File: config.mk
export PLATFORM = sky130hd
export DESIGN_NAME = umsb_top
export DESIGN_NICKNAME = d
export VERILOG_FILES = /design/src/include/umsb_pkg.sv /design/src/logic/umsb_sync.sv /design/src/logic/umsb_top.sv
export VERILOG_INCLUDE_DIRS = /design/src /design/src/include
export SDC_FILE = /design/constraint.sdc
export NUM_CORES = 1
export LEC_CHECK = 0
export ABC_AREA = 1
export BUFFER_PORTS_ARGS = -buffer_cell sky130_fd_sc_hd__buf_2
export CAP_MARGIN = 20
export CORE_ASPECT_RATIO = 1.1
export CORE_MARGIN = 5
export CORE_UTILIZATION = 40
export DETAILED_ROUTE_END_ITERATION = 12
export PLACE_DENSITY = 0.69
export SYNTH_ARGS = -nofsm -noshare
export SYNTH_HDL_FRONTEND = slang
export SYNTH_SLANG_ARGS = --single-unit
File: constraint.sdc
create_clock -name clk_in -period 5.1 [get_ports clk_in]
set_input_delay 0.51 -clock clk_in [delete_from_list [all_inputs] [get_ports clk_in]]
set_output_delay 0.51 -clock clk_in [all_outputs]
set_load 0.05 [all_outputs]
File: src/include/umsb_cfg.svh
// Purpose: Offsets, field positions, reset values and codes of the modem status,
//          special function and baud divisor registers.
// Assumes: Byte-wide registers at byte offsets within one channel block.
// Notes:   Definitions only; included by its bare name.
`ifndef UMSB_CFG_SVH
`define UMSB_CFG_SVH

// Register offsets
`define UMSB_OFF_DIV_LO 8'h00
`define UMSB_OFF_DIV_HI 8'h01
`define UMSB_OFF_OSC 8'h02
`define UMSB_OFF_MST 8'h06
`define UMSB_OFF_SFC 8'h07
`define UMSB_OFF_CNT15 8'h15
`define UMSB_OFF_CNT16 8'h16

// Line control bit that exposes the divisor bytes
`define UMSB_LCTL_DLAB_BIT 7

// Modem status fields
`define UMSB_MST_D_CTS 0
`define UMSB_MST_D_DSR 1
`define UMSB_MST_RI_EDGE 2
`define UMSB_MST_D_DCD 3
`define UMSB_MST_LVL_LSB 4

// Special function fields
`define UMSB_SFC_FORCE_TX 0
`define UMSB_SFC_AUTO_DSR_DTR 1
`define UMSB_SFC_ENHANCED 5
`define UMSB_SFC_SEL15 6
`define UMSB_SFC_SEL16 7
`define UMSB_SFC_WR_MASK 8'hF3

// Oversample field
`define UMSB_OSC_WR_MASK 8'h0F
`define UMSB_OSC_MAX_CODE 4'hC
`define UMSB_OSC_BASE 5'h10

// Reset values
`define UMSB_RST_BYTE 8'h00
`define UMSB_RST_DIV 16'h0000
`define UMSB_RST_NIBBLE 4'h0

`endif

File: src/include/umsb_pkg.sv
// Purpose: Types shared by the modem status and baud configuration logic.
// Assumes: Nothing beyond the cfg header.
// Notes:   Nothing is imported; users write umsb_pkg::name.
package umsb_pkg;

    typedef logic [7:0] umsb_byte_t;

    // Register selected by an address and the divisor-access bit
    typedef enum logic [2:0] {
        UMSB_SEL_NONE = 3'b000,
        UMSB_SEL_DIV_LO = 3'b001,
        UMSB_SEL_DIV_HI = 3'b010,
        UMSB_SEL_OSC = 3'b011,
        UMSB_SEL_MST = 3'b100,
        UMSB_SEL_SFC = 3'b101,
        UMSB_SEL_CNT15 = 3'b110,
        UMSB_SEL_CNT16 = 3'b111
    } umsb_sel_t;

endpackage

File: src/logic/umsb_sync.sv
// Purpose: Three-stage synchroniser with agreement filter for pin inputs.
// Assumes: Inputs are asynchronous to clk_in.
// Notes:   The first stage feeds only the second; the level moves when stages two
//          and three agree, so a single metastable sample cannot make a glitch.
`timescale 1ns/1ps
module umsb_sync #(
    parameter int WIDTH = 4
) (
    // Clock and reset
    input wire logic clk_in,
    input wire logic sys_rst_in,
    // Asynchronous pins
    input wire logic [WIDTH-1:0] async_in,
    // Filtered level
    output logic [WIDTH-1:0] level_out
);

    logic [WIDTH-1:0] stage1;
    logic [WIDTH-1:0] stage2;
    logic [WIDTH-1:0] stage3;
    logic [WIDTH-1:0] next_level;

    // Accept a new level only when the two settled stages agree
    always_comb begin
        for (int i = 0; i < WIDTH; i++) begin
            next_level[i] = (stage2[i] == stage3[i]) ? stage3[i] : level_out[i];
        end
    end

    // Register stages
    always_ff @(posedge clk_in) begin
        if (sys_rst_in) begin
            stage1 <= '0;
            stage2 <= '0;
            stage3 <= '0;
            level_out <= '0;
        end else begin
            stage1 <= async_in;
            stage2 <= stage1;
            stage3 <= stage2;
            level_out <= next_level;
        end
    end

endmodule // umsb_sync

File: src/logic/umsb_top.sv
// Purpose: Modem status tracking, special function controls and baud divisor /
//          oversample registers of one UART channel.
// Assumes: Single clock, synchronous reset; line control and modem control bits
//          arrive as same-clock inputs from neighbouring register logic.
// Notes:   Read data are registered one cycle after the read strobe.
// What this block does
// (RQ1) CTS change in either direction sets bit 0; a status read clears it.
// (RQ2) DSR toggle sets bit 1; a status read clears it.
// (RQ3) RI low-to-high sets bit 2 only; a status read clears it.
// (RQ4) DCD change sets bit 3; a status read clears it.
// (RQ5) Bits 7:4 show DCD, RI, DSR, CTS present levels, one means high.
// (RQ6) In loopback, output one drives ring status, output two carrier status.
// (RQ7) Control bit 0 forces transmission regardless of flow control; resets zero.
// (RQ8) Control bit 1 enables DSR/DTR automatic flow control; resets zero.
// (RQ9) Control bit 5 selects enhanced compatibility mode; resets zero.
// (RQ10) Control bit 6 makes offset 15h show line status count, else receive count.
// (RQ11) Control bit 7 makes offset 16h show transmit count, else sample clock.
// (RQ12) With line-control bit 7 set, offset 00h is divisor low byte, resets 00h.
// (RQ13) With line-control bit 7 set, offset 01h is divisor high byte, resets 00h.
// (RQ14) Offset 02h bits 3:0 pick oversampling 16 down to 4; other codes reserved.
// (RQ15) Divisor bytes form 16-bit divisor; one tick per count, oversample ticks per bit.
// (RQ16) Modem pins synchronised before edge detection; coincident read loses nothing.
// (RQ17) Sample clock register upper four bits read zero and ignore writes.
`timescale 1ns/1ps
`include "umsb_cfg.svh"
module umsb_top (
    // Clock and reset
    input wire logic clk_in,
    input wire logic sys_rst_in,
    // Register access
    input wire logic [7:0] reg_addr_in,
    input wire logic reg_wr_in,
    input wire logic reg_rd_in,
    input wire logic [7:0] reg_wdata_in,
    output logic [7:0] reg_rdata_out,
    // Neighbouring control registers
    input wire logic [7:0] line_control_register_in,
    input wire logic loopback_en_in,
    input wire logic general_output_one_in,
    input wire logic general_output_two_in,
    input wire logic dtr_request_in,
    input wire logic rx_room_in,
    // Modem pins from the serial peer
    input wire logic cts_pin_in,
    input wire logic dsr_pin_in,
    input wire logic ri_pin_in,
    input wire logic dcd_pin_in,
    // Counters shown through aliased offsets
    input wire logic [7:0] receive_fill_count_in,
    input wire logic [7:0] line_status_count_in,
    input wire logic [7:0] transmit_fill_count_in,
    // Control outputs
    output logic force_transmit_out,
    output logic auto_dsr_dtr_flow_out,
    output logic enhanced_mode_out,
    output logic tx_stall_out,
    output logic dtr_out,
    // Baud generation
    output logic [15:0] divisor_out,
    output logic [4:0] oversample_count_out,
    output logic sample_tick_out,
    output logic bit_tick_out
);

    // Decode an address against the divisor-access bit
    function automatic umsb_pkg::umsb_sel_t umsb_decode(input logic [7:0] addr,
                                                       input logic dlab);
        umsb_pkg::umsb_sel_t sel;
        sel = umsb_pkg::UMSB_SEL_NONE;
        if (dlab && addr == `UMSB_OFF_DIV_LO) begin
            sel = umsb_pkg::UMSB_SEL_DIV_LO;
        end else if (dlab && addr == `UMSB_OFF_DIV_HI) begin
            sel = umsb_pkg::UMSB_SEL_DIV_HI;
        end else if (dlab && addr == `UMSB_OFF_OSC) begin
            sel = umsb_pkg::UMSB_SEL_OSC;
        end else if (addr == `UMSB_OFF_MST) begin
            sel = umsb_pkg::UMSB_SEL_MST;
        end else if (addr == `UMSB_OFF_SFC) begin
            sel = umsb_pkg::UMSB_SEL_SFC;
        end else if (addr == `UMSB_OFF_CNT15) begin
            sel = umsb_pkg::UMSB_SEL_CNT15;
        end else if (addr == `UMSB_OFF_CNT16) begin
            sel = umsb_pkg::UMSB_SEL_CNT16;
        end
        return sel;
    endfunction

    // Oversample code to tick count; reserved codes fall back to sixteen
    function automatic logic [4:0] umsb_osc_value(input logic [3:0] code);
        logic [4:0] value;
        value = `UMSB_OSC_BASE;
        if (code <= `UMSB_OSC_MAX_CODE) begin
            value = `UMSB_OSC_BASE - {1'b0, code};
        end
        return value;
    endfunction

    logic dlab;
    umsb_pkg::umsb_sel_t wr_sel;
    umsb_pkg::umsb_sel_t rd_sel;
    logic [3:0] pin_level;
    logic [3:0] modem_level;
    logic [3:0] modem_prev;
    logic [3:0] next_modem_prev;
    logic [3:0] delta;
    logic [3:0] next_delta;
    logic [3:0] change_event;
    umsb_pkg::umsb_byte_t special_ctrl;
    umsb_pkg::umsb_byte_t next_special_ctrl;
    umsb_pkg::umsb_byte_t div_lo;
    umsb_pkg::umsb_byte_t next_div_lo;
    umsb_pkg::umsb_byte_t div_hi;
    umsb_pkg::umsb_byte_t next_div_hi;
    logic [3:0] osc_code;
    logic [3:0] next_osc_code;
    umsb_pkg::umsb_byte_t next_rdata;
    umsb_pkg::umsb_byte_t sts_view;
    logic [15:0] divisor;
    logic [4:0] osc_value;
    logic [15:0] div_cnt;
    logic [15:0] next_div_cnt;
    logic [4:0] smp_cnt;
    logic [4:0] next_smp_cnt;
    logic next_sample_tick;
    logic next_bit_tick;
    logic next_tx_stall;
    logic next_dtr;

    assign dlab = line_control_register_in[`UMSB_LCTL_DLAB_BIT];
    assign wr_sel = umsb_decode(reg_addr_in, dlab);
    assign rd_sel = umsb_decode(reg_addr_in, dlab);

    // Pins pass three stages before any edge logic looks at them
    umsb_sync #(
        .WIDTH(4)
    ) u_modem_sync (
        .clk_in(clk_in),
        .sys_rst_in(sys_rst_in),
        .async_in({dcd_pin_in, ri_pin_in, dsr_pin_in, cts_pin_in}),
        .level_out(pin_level)
    ); // see (RQ16)

    // Loopback swaps ring and carrier for the general outputs; they are same-clock
    // signals so they need no synchroniser
    always_comb begin
        modem_level = pin_level;
        if (loopback_en_in) begin
            modem_level[2] = general_output_one_in; // see (RQ6)
            modem_level[3] = general_output_two_in; // see (RQ6)
        end
    end

    // Edge detection on the filtered levels
    always_comb begin
        change_event[0] = modem_level[0] ^ modem_prev[0]; // see (RQ1)
        change_event[1] = modem_level[1] ^ modem_prev[1]; // see (RQ2)
        change_event[2] = modem_level[2] & ~modem_prev[2]; // see (RQ3)
        change_event[3] = modem_level[3] ^ modem_prev[3]; // see (RQ4)
        next_modem_prev = modem_level;
    end

    // Change flags: a read clears them, but an event in the same cycle wins
    always_comb begin
        next_delta = delta;
        if (reg_rd_in && rd_sel == umsb_pkg::UMSB_SEL_MST) begin
            next_delta = 4'h0; // see (RQ1) (RQ2) (RQ3) (RQ4)
        end
        next_delta = next_delta | change_event; // see (RQ16)
    end

    // Delta and previous-level registers
    always_ff @(posedge clk_in) begin
        if (sys_rst_in) begin
            modem_prev <= 4'h0;
            delta <= 4'h0;
        end else begin
            modem_prev <= next_modem_prev;
            delta <= next_delta;
        end
    end

    // Status view: present levels above the change flags
    assign sts_view = {modem_level, delta}; // see (RQ5)

    // Register writes; reserved bits 3:2 of the control register stay zero
    always_comb begin
        next_special_ctrl = special_ctrl;
        next_div_lo = div_lo;
        next_div_hi = div_hi;
        next_osc_code = osc_code;
        if (reg_wr_in) begin
            unique case (wr_sel)
                umsb_pkg::UMSB_SEL_SFC: begin
                    next_special_ctrl = reg_wdata_in & `UMSB_SFC_WR_MASK; // see (RQ7) (RQ8)
                end
                umsb_pkg::UMSB_SEL_DIV_LO: begin
                    next_div_lo = reg_wdata_in; // see (RQ12)
                end
                umsb_pkg::UMSB_SEL_DIV_HI: begin
                    next_div_hi = reg_wdata_in; // see (RQ13)
                end
                umsb_pkg::UMSB_SEL_OSC: begin
                    next_osc_code = reg_wdata_in[3:0]; // see (RQ14) (RQ17)
                end
                umsb_pkg::UMSB_SEL_CNT16: begin
                    // The alias reaches the sample clock only when it is shown there
                    if (!special_ctrl[`UMSB_SFC_SEL16]) begin
                        next_osc_code = reg_wdata_in[3:0]; // see (RQ11) (RQ17)
                    end
                end
                umsb_pkg::UMSB_SEL_MST,
                umsb_pkg::UMSB_SEL_CNT15,
                umsb_pkg::UMSB_SEL_NONE: begin
                    next_osc_code = osc_code;
                end
            endcase
        end
    end

    // Configuration registers
    always_ff @(posedge clk_in) begin
        if (sys_rst_in) begin
            special_ctrl <= `UMSB_RST_BYTE; // see (RQ7) (RQ8) (RQ9) (RQ10) (RQ11)
            div_lo <= `UMSB_RST_BYTE; // see (RQ12)
            div_hi <= `UMSB_RST_BYTE; // see (RQ13)
            osc_code <= `UMSB_RST_NIBBLE;
        end else begin
            special_ctrl <= next_special_ctrl;
            div_lo <= next_div_lo;
            div_hi <= next_div_hi;
            osc_code <= next_osc_code;
        end
    end

    // Read multiplexer; unmapped offsets read zero
    always_comb begin
        next_rdata = `UMSB_RST_BYTE;
        if (reg_rd_in) begin
            unique case (rd_sel)
                umsb_pkg::UMSB_SEL_MST: begin
                    next_rdata = sts_view; // see (RQ5)
                end
                umsb_pkg::UMSB_SEL_SFC: begin
                    next_rdata = special_ctrl;
                end
                umsb_pkg::UMSB_SEL_DIV_LO: begin
                    next_rdata = div_lo; // see (RQ12)
                end
                umsb_pkg::UMSB_SEL_DIV_HI: begin
                    next_rdata = div_hi; // see (RQ13)
                end
                umsb_pkg::UMSB_SEL_OSC: begin
                    next_rdata = {4'h0, osc_code}; // see (RQ17)
                end
                umsb_pkg::UMSB_SEL_CNT15: begin
                    next_rdata = special_ctrl[`UMSB_SFC_SEL15] ? line_status_count_in
                                                              : receive_fill_count_in; // see (RQ10)
                end
                umsb_pkg::UMSB_SEL_CNT16: begin
                    next_rdata = special_ctrl[`UMSB_SFC_SEL16] ? transmit_fill_count_in
                                                              : {4'h0, osc_code}; // see (RQ11)
                end
                umsb_pkg::UMSB_SEL_NONE: begin
                    next_rdata = `UMSB_RST_BYTE;
                end
            endcase
        end
    end

    // Flow control: forced transmission overrides the DSR stall
    always_comb begin
        next_tx_stall = special_ctrl[`UMSB_SFC_AUTO_DSR_DTR] & ~modem_level[1]; // see (RQ8)
        if (special_ctrl[`UMSB_SFC_FORCE_TX]) begin
            next_tx_stall = 1'b0; // see (RQ7)
        end
        // DTR drops while auto control is on and the receiver has no room
        next_dtr = dtr_request_in;
        if (special_ctrl[`UMSB_SFC_AUTO_DSR_DTR]) begin
            next_dtr = dtr_request_in & rx_room_in; // see (RQ8)
        end
    end

    // Baud counters; a zero divisor holds the generator still rather than
    // ticking every cycle, which would be an unusable rate
    assign divisor = {div_hi, div_lo}; // see (RQ15)
    assign osc_value = umsb_osc_value(osc_code); // see (RQ14)

    always_comb begin
        next_div_cnt = div_cnt;
        next_smp_cnt = smp_cnt;
        next_sample_tick = 1'b0;
        next_bit_tick = 1'b0;
        if (divisor == `UMSB_RST_DIV) begin
            next_div_cnt = `UMSB_RST_DIV;
            next_smp_cnt = 5'h00;
        end else if (div_cnt >= divisor - 16'h0001) begin
            next_div_cnt = `UMSB_RST_DIV;
            next_sample_tick = 1'b1; // see (RQ15)
            if (smp_cnt >= osc_value - 5'h01) begin
                next_smp_cnt = 5'h00;
                next_bit_tick = 1'b1; // see (RQ15)
            end else begin
                next_smp_cnt = smp_cnt + 5'h01;
            end
        end else begin
            next_div_cnt = div_cnt + 16'h0001;
        end
    end

    // Output and counter registers
    always_ff @(posedge clk_in) begin
        if (sys_rst_in) begin
            reg_rdata_out <= `UMSB_RST_BYTE;
            div_cnt <= `UMSB_RST_DIV;
            smp_cnt <= 5'h00;
            sample_tick_out <= 1'b0;
            bit_tick_out <= 1'b0;
            tx_stall_out <= 1'b0;
            dtr_out <= 1'b0;
        end else begin
            reg_rdata_out <= next_rdata;
            div_cnt <= next_div_cnt;
            smp_cnt <= next_smp_cnt;
            sample_tick_out <= next_sample_tick;
            bit_tick_out <= next_bit_tick;
            tx_stall_out <= next_tx_stall;
            dtr_out <= next_dtr;
        end
    end

    // Control bits straight from their flip-flops
    assign force_transmit_out = special_ctrl[`UMSB_SFC_FORCE_TX]; // see (RQ7)
    assign auto_dsr_dtr_flow_out = special_ctrl[`UMSB_SFC_AUTO_DSR_DTR]; // see (RQ8)
    assign enhanced_mode_out = special_ctrl[`UMSB_SFC_ENHANCED]; // see (RQ9)
    assign divisor_out = divisor;
    assign oversample_count_out = osc_value;

endmodule // umsb_top

==> metrics.csv <==
stage,metric,value,unit
run_status,status,"complete, no violations",
final_layout,number of inserted diodes,0,
detailed_routing,drt drc,0,
floorplanning,Die Y-Extent,123,um
sta,period utilization,0.613,
yosys,synthesized area per cell,7.03,um2
detailed_routing,Final Routed Wirelength,11.8,mm
worst_setup_path,worst-case reg-to-reg path depth,16,
worst_setup_path,kind of end point of the critical path,flip-flop,
yosys,synth top area cells,"dfxtp_1 36%, nand2_1 10%, nor2_1 8.0%",
yosys,Synth top area share,0.360,
sta,worst-margin pin slew,0.757,ns
worst_setup_path,Setup CP Type,reg -> reg,
floorplanning,Core Box Area,11400,um2
hold_path,Hold Crit Start,cts_pin_in,
worst_setup_path,stages on the worst setup path,16,
worst_setup_path,crit path from,div_lo[0]$_SDFFE_PP0P_,
yosys,sequential share of the synthesized area,0.360,
sta,post-route minimum period,3.13,ns
sta,final count of pins violating max slew,0,
yosys,post-synthesis cell type count,38,
clock_tree,Root Driver,clkbuf_16,
worst_setup_path,Worst R2R End,smp_cnt[1]$_SDFFE_PP0P_,
final_layout,filler instances,1176,
worst_setup_path,crit-path most repeated cell,nand2_1,
worst_setup_path,CP startpoint kind,flip-flop,
clock_tree,H-tree depth,3,
global_routing,largest net degree at the start of global routing,29,
pwr,Peak VDD IR,0.168,mV
global_routing,Overall Global Routing Usage,0.178,
floorplanning,Initial Util,0.406,
worst_setup_path,worst endpoint required time,5.35,ns
detailed_routing,Initial DRT Pass Iterations,5,
flow_run,max_cap viols,0,
final_layout,nets,832,
worst_setup_path,Critical Path Sink,smp_cnt[1]$_SDFFE_PP0P_,
pwr,Leak,0.00267,uW
sta,Setup WS post-layout,1.97,ns
global_routing,via count of the first global-routing pass,4222,
placed_design,DP Wirelength,9.24,mm
detailed_routing,DR WL/cell,13.1,um
yosys,Yosys Warn Count,0,
sta,total negative slack,0,ns
final_layout,layout cells sized above 1,0.183,
clock_tree,cts hold-fix bufs,0,
clock_tree,TritonCTS Sinks,83,
sta,Final Hold Vio Count,0,
placed_design,Placed Instances,884,
floorplanning,Die Wd,112,um
sta,RSZ-0062 raised after global routing,false,
worst_setup_path,CP top delay family,simple AND/OR/NAND/NOR gates,
final_layout,Area growth syn-to-layout,18.8,%
sta,headroom to the max-slew limit,0.495,
global_routing,initial antenna violation count,0,
detailed_routing,Via Count,4389,
clock_tree,CTS tree,done,
floorplanning,I/O pin count,97,
final_layout,Final Instance Area,5490,um2
floorplanning,Core Rows,41,
yosys,Synth Instances,657,
worst_setup_path,Worst Path Arrival,3.38,ns
placed_design,Post-Place Cell Area,5190,um2
clock_tree,Worst-Skew Late Latency,0.34,ns
worst_setup_path,critical path cell sequence,inv_1 > ha_1 > nand2_1 > nor2_2 > nand3_1 > nor2_1 > nand2_1 > o21ai_0 > nand2_1 > inv_1 > ha_1 > nand2_1 > nor2_1 > a21oi_2 > nand4_2 > o21ai_0,
sta,clk_skew,0.00667,ns
sta,Fmax,320,MHz
worst_setup_path,largest incremental delay on the critical path,0.46,ns
detailed_routing,DR iter-0 viols,232,
final_layout,Final Non-Filler Cells,900,
floorplanning,DIE AREA,13800,um2
hold_path,Tightest Hold Check Type,in -> reg,
clock_tree,Clock Path Buffers,2,
yosys,leading area contributor after synthesis,dfxtp_1,
yosys,#FFs+latches synth,83,
global_routing,total congestion overflow,0,
worst_setup_path,CP max FO,17,
hold_path,hold path depth,3,
placed_design,placer congestion estimate,0.879,
clock_tree,CTS resizes,0,
sta,Final setup viols,0,
detailed_routing,vias per cell,4.88,
placed_design,dpl ws,1.98,ns
worst_setup_path,reg-to-reg startpoint,div_lo[0]$_SDFFE_PP0P_,
final_layout,final core occ,0.482,
global_routing,first-pass GRT wire length,19.9,mm
worst_setup_path,CP Buf/Inv Count,2,
clock_tree,total CTS buffers,9,
yosys,syn nets,744,
pwr,Power Dens Cells,256,nW/um2
clock_tree,Clock Pin Slew Worst Setup and Hold Paths,0.07,ns
placed_design,I/O Buffers,89,
clock_tree,buffer count from post-CTS setup fixing,0,
worst_setup_path,CP max stage cell,nand4_2,
detailed_routing,post-route ant nets,0,
yosys,"Cell Area, Synth",4620,um2
worst_setup_path,R2R setup slack,1.97,ns
-- worst min path at each step --
stage                                        endpoint
finish              u_modem_sync.stage1[0]$_SDFF_PP0_
global route        u_modem_sync.stage1[0]$_SDFF_PP0_
CTS                 u_modem_sync.stage1[0]$_SDFF_PP0_
detailed placement  u_modem_sync.stage2[2]$_SDFF_PP0_
global placement    u_modem_sync.stage2[2]$_SDFF_PP0_
floorplan           u_modem_sync.stage2[0]$_SDFF_PP0_
-- tightest hold or removal path, cell delays in order --
cell    delay, ns
buf_2        0.07
inv_1        0.03
nor2_1       0.06
-- cell families after synthesis --
group,synth area share
flip-flops,0.360
AO/OA/AOI/OAI,0.121
adder cells (fa/ha/maj),0.0704
multiplexers,0.00217
AND/OR/NAND/NOR,0.298
buffers and inverters,0.0899
XOR/XNOR,0.0588
-- metrics by stage --
step	total power [uW]	hold slack, ns
6_report	1410	0.366
3_3_place_gp	743	0.391
2_1_floorplan	711	0.388
5_1_grt	1450	0.376
4_1_cts	1410	0.360
3_5_place_dp	744	0.395
-- report_power, final --
group	switching, uW	internal (uW)
Combinational	43.6	27.4
Clock	290	387
Sequential	2.91	655
Total	337	1070
-- cell usage after synthesis --
cell / instances
a21boi_0: 1
a21o_1: 1
a21oi_1: 50
a21oi_2: 3
buf_1: 1
buf_2: 3
buf_4: 1
buf_6: 2
clkbuf_1: 5
clkinv_1: 1
dfxtp_1: 83
ha_1: 26
inv_1: 86
inv_2: 4
inv_4: 1
mux2i_1: 1
nand2_1: 128
nand2_2: 1
nand2_4: 4
nand3_1: 28
nand4_1: 17
nand4_2: 2
nor2_1: 98
nor2_2: 6
nor2_4: 1
nor2_8: 1
nor3_1: 13
nor3_4: 1
nor3b_2: 1
nor4_1: 2
o211ai_1: 3
o21ai_0: 39
o21ai_2: 2
o22ai_1: 4
o31ai_1: 1
or2_2: 5
xnor2_1: 7
xor2_1: 24
-- layout make-up --
type                    count  area, um2  share of cell area
inverters                  92        348              0.0633
flip-flops and latches     83       1660               0.303
clock buffers               9        225              0.0410
repair buffers             89        445              0.0811
well taps                 150        188              0.0342
multi-input cells         470       2540               0.463
clock inverters             7       80.1              0.0146
-- cells in the final DEF (no fill, tap or decap), types with 2 or more instances in the layout --
master,instances
nand2_1,128
nor2_1,98
buf_2,89
inv_1,86
dfxtp_1,83
a21oi_1,50
o21ai_0,39
nand3_1,28
ha_1,26
xor2_1,24
nand4_1,17
nor3_1,13
clkbuf_16,9
xnor2_1,7
nor2_2,6
or2_2,5
inv_2,4
nand2_4,4
o22ai_1,4
inv_6,4
o211ai_1,3
a21oi_2,3
nand4_2,2
nor4_1,2
o21ai_2,2
clkinvlp_4,2
-- per-layer routing --
layer | track usage | vias up | wire length, um
met3 | 0.0296 | 32 | 708
met1 | 0.218 | 1936 | 5220
met2 | 0.295 | 135 | 5390
met5 | 0 | - | 0
li1 | - | 2286 | -
met4 | 0.102 | 0 | 464
-- flip-flops by register name (all words and copies together) (netlist names), 5 cells and up --
| name | count |
|---|---|
| div_cnt | 16 |
| div_lo | 8 |
| special_ctrl | 6 |
| reg_rdata_out | 8 |
| smp_cnt | 5 |
| div_hi | 8 |
Power figures use the tool's default switching activity.
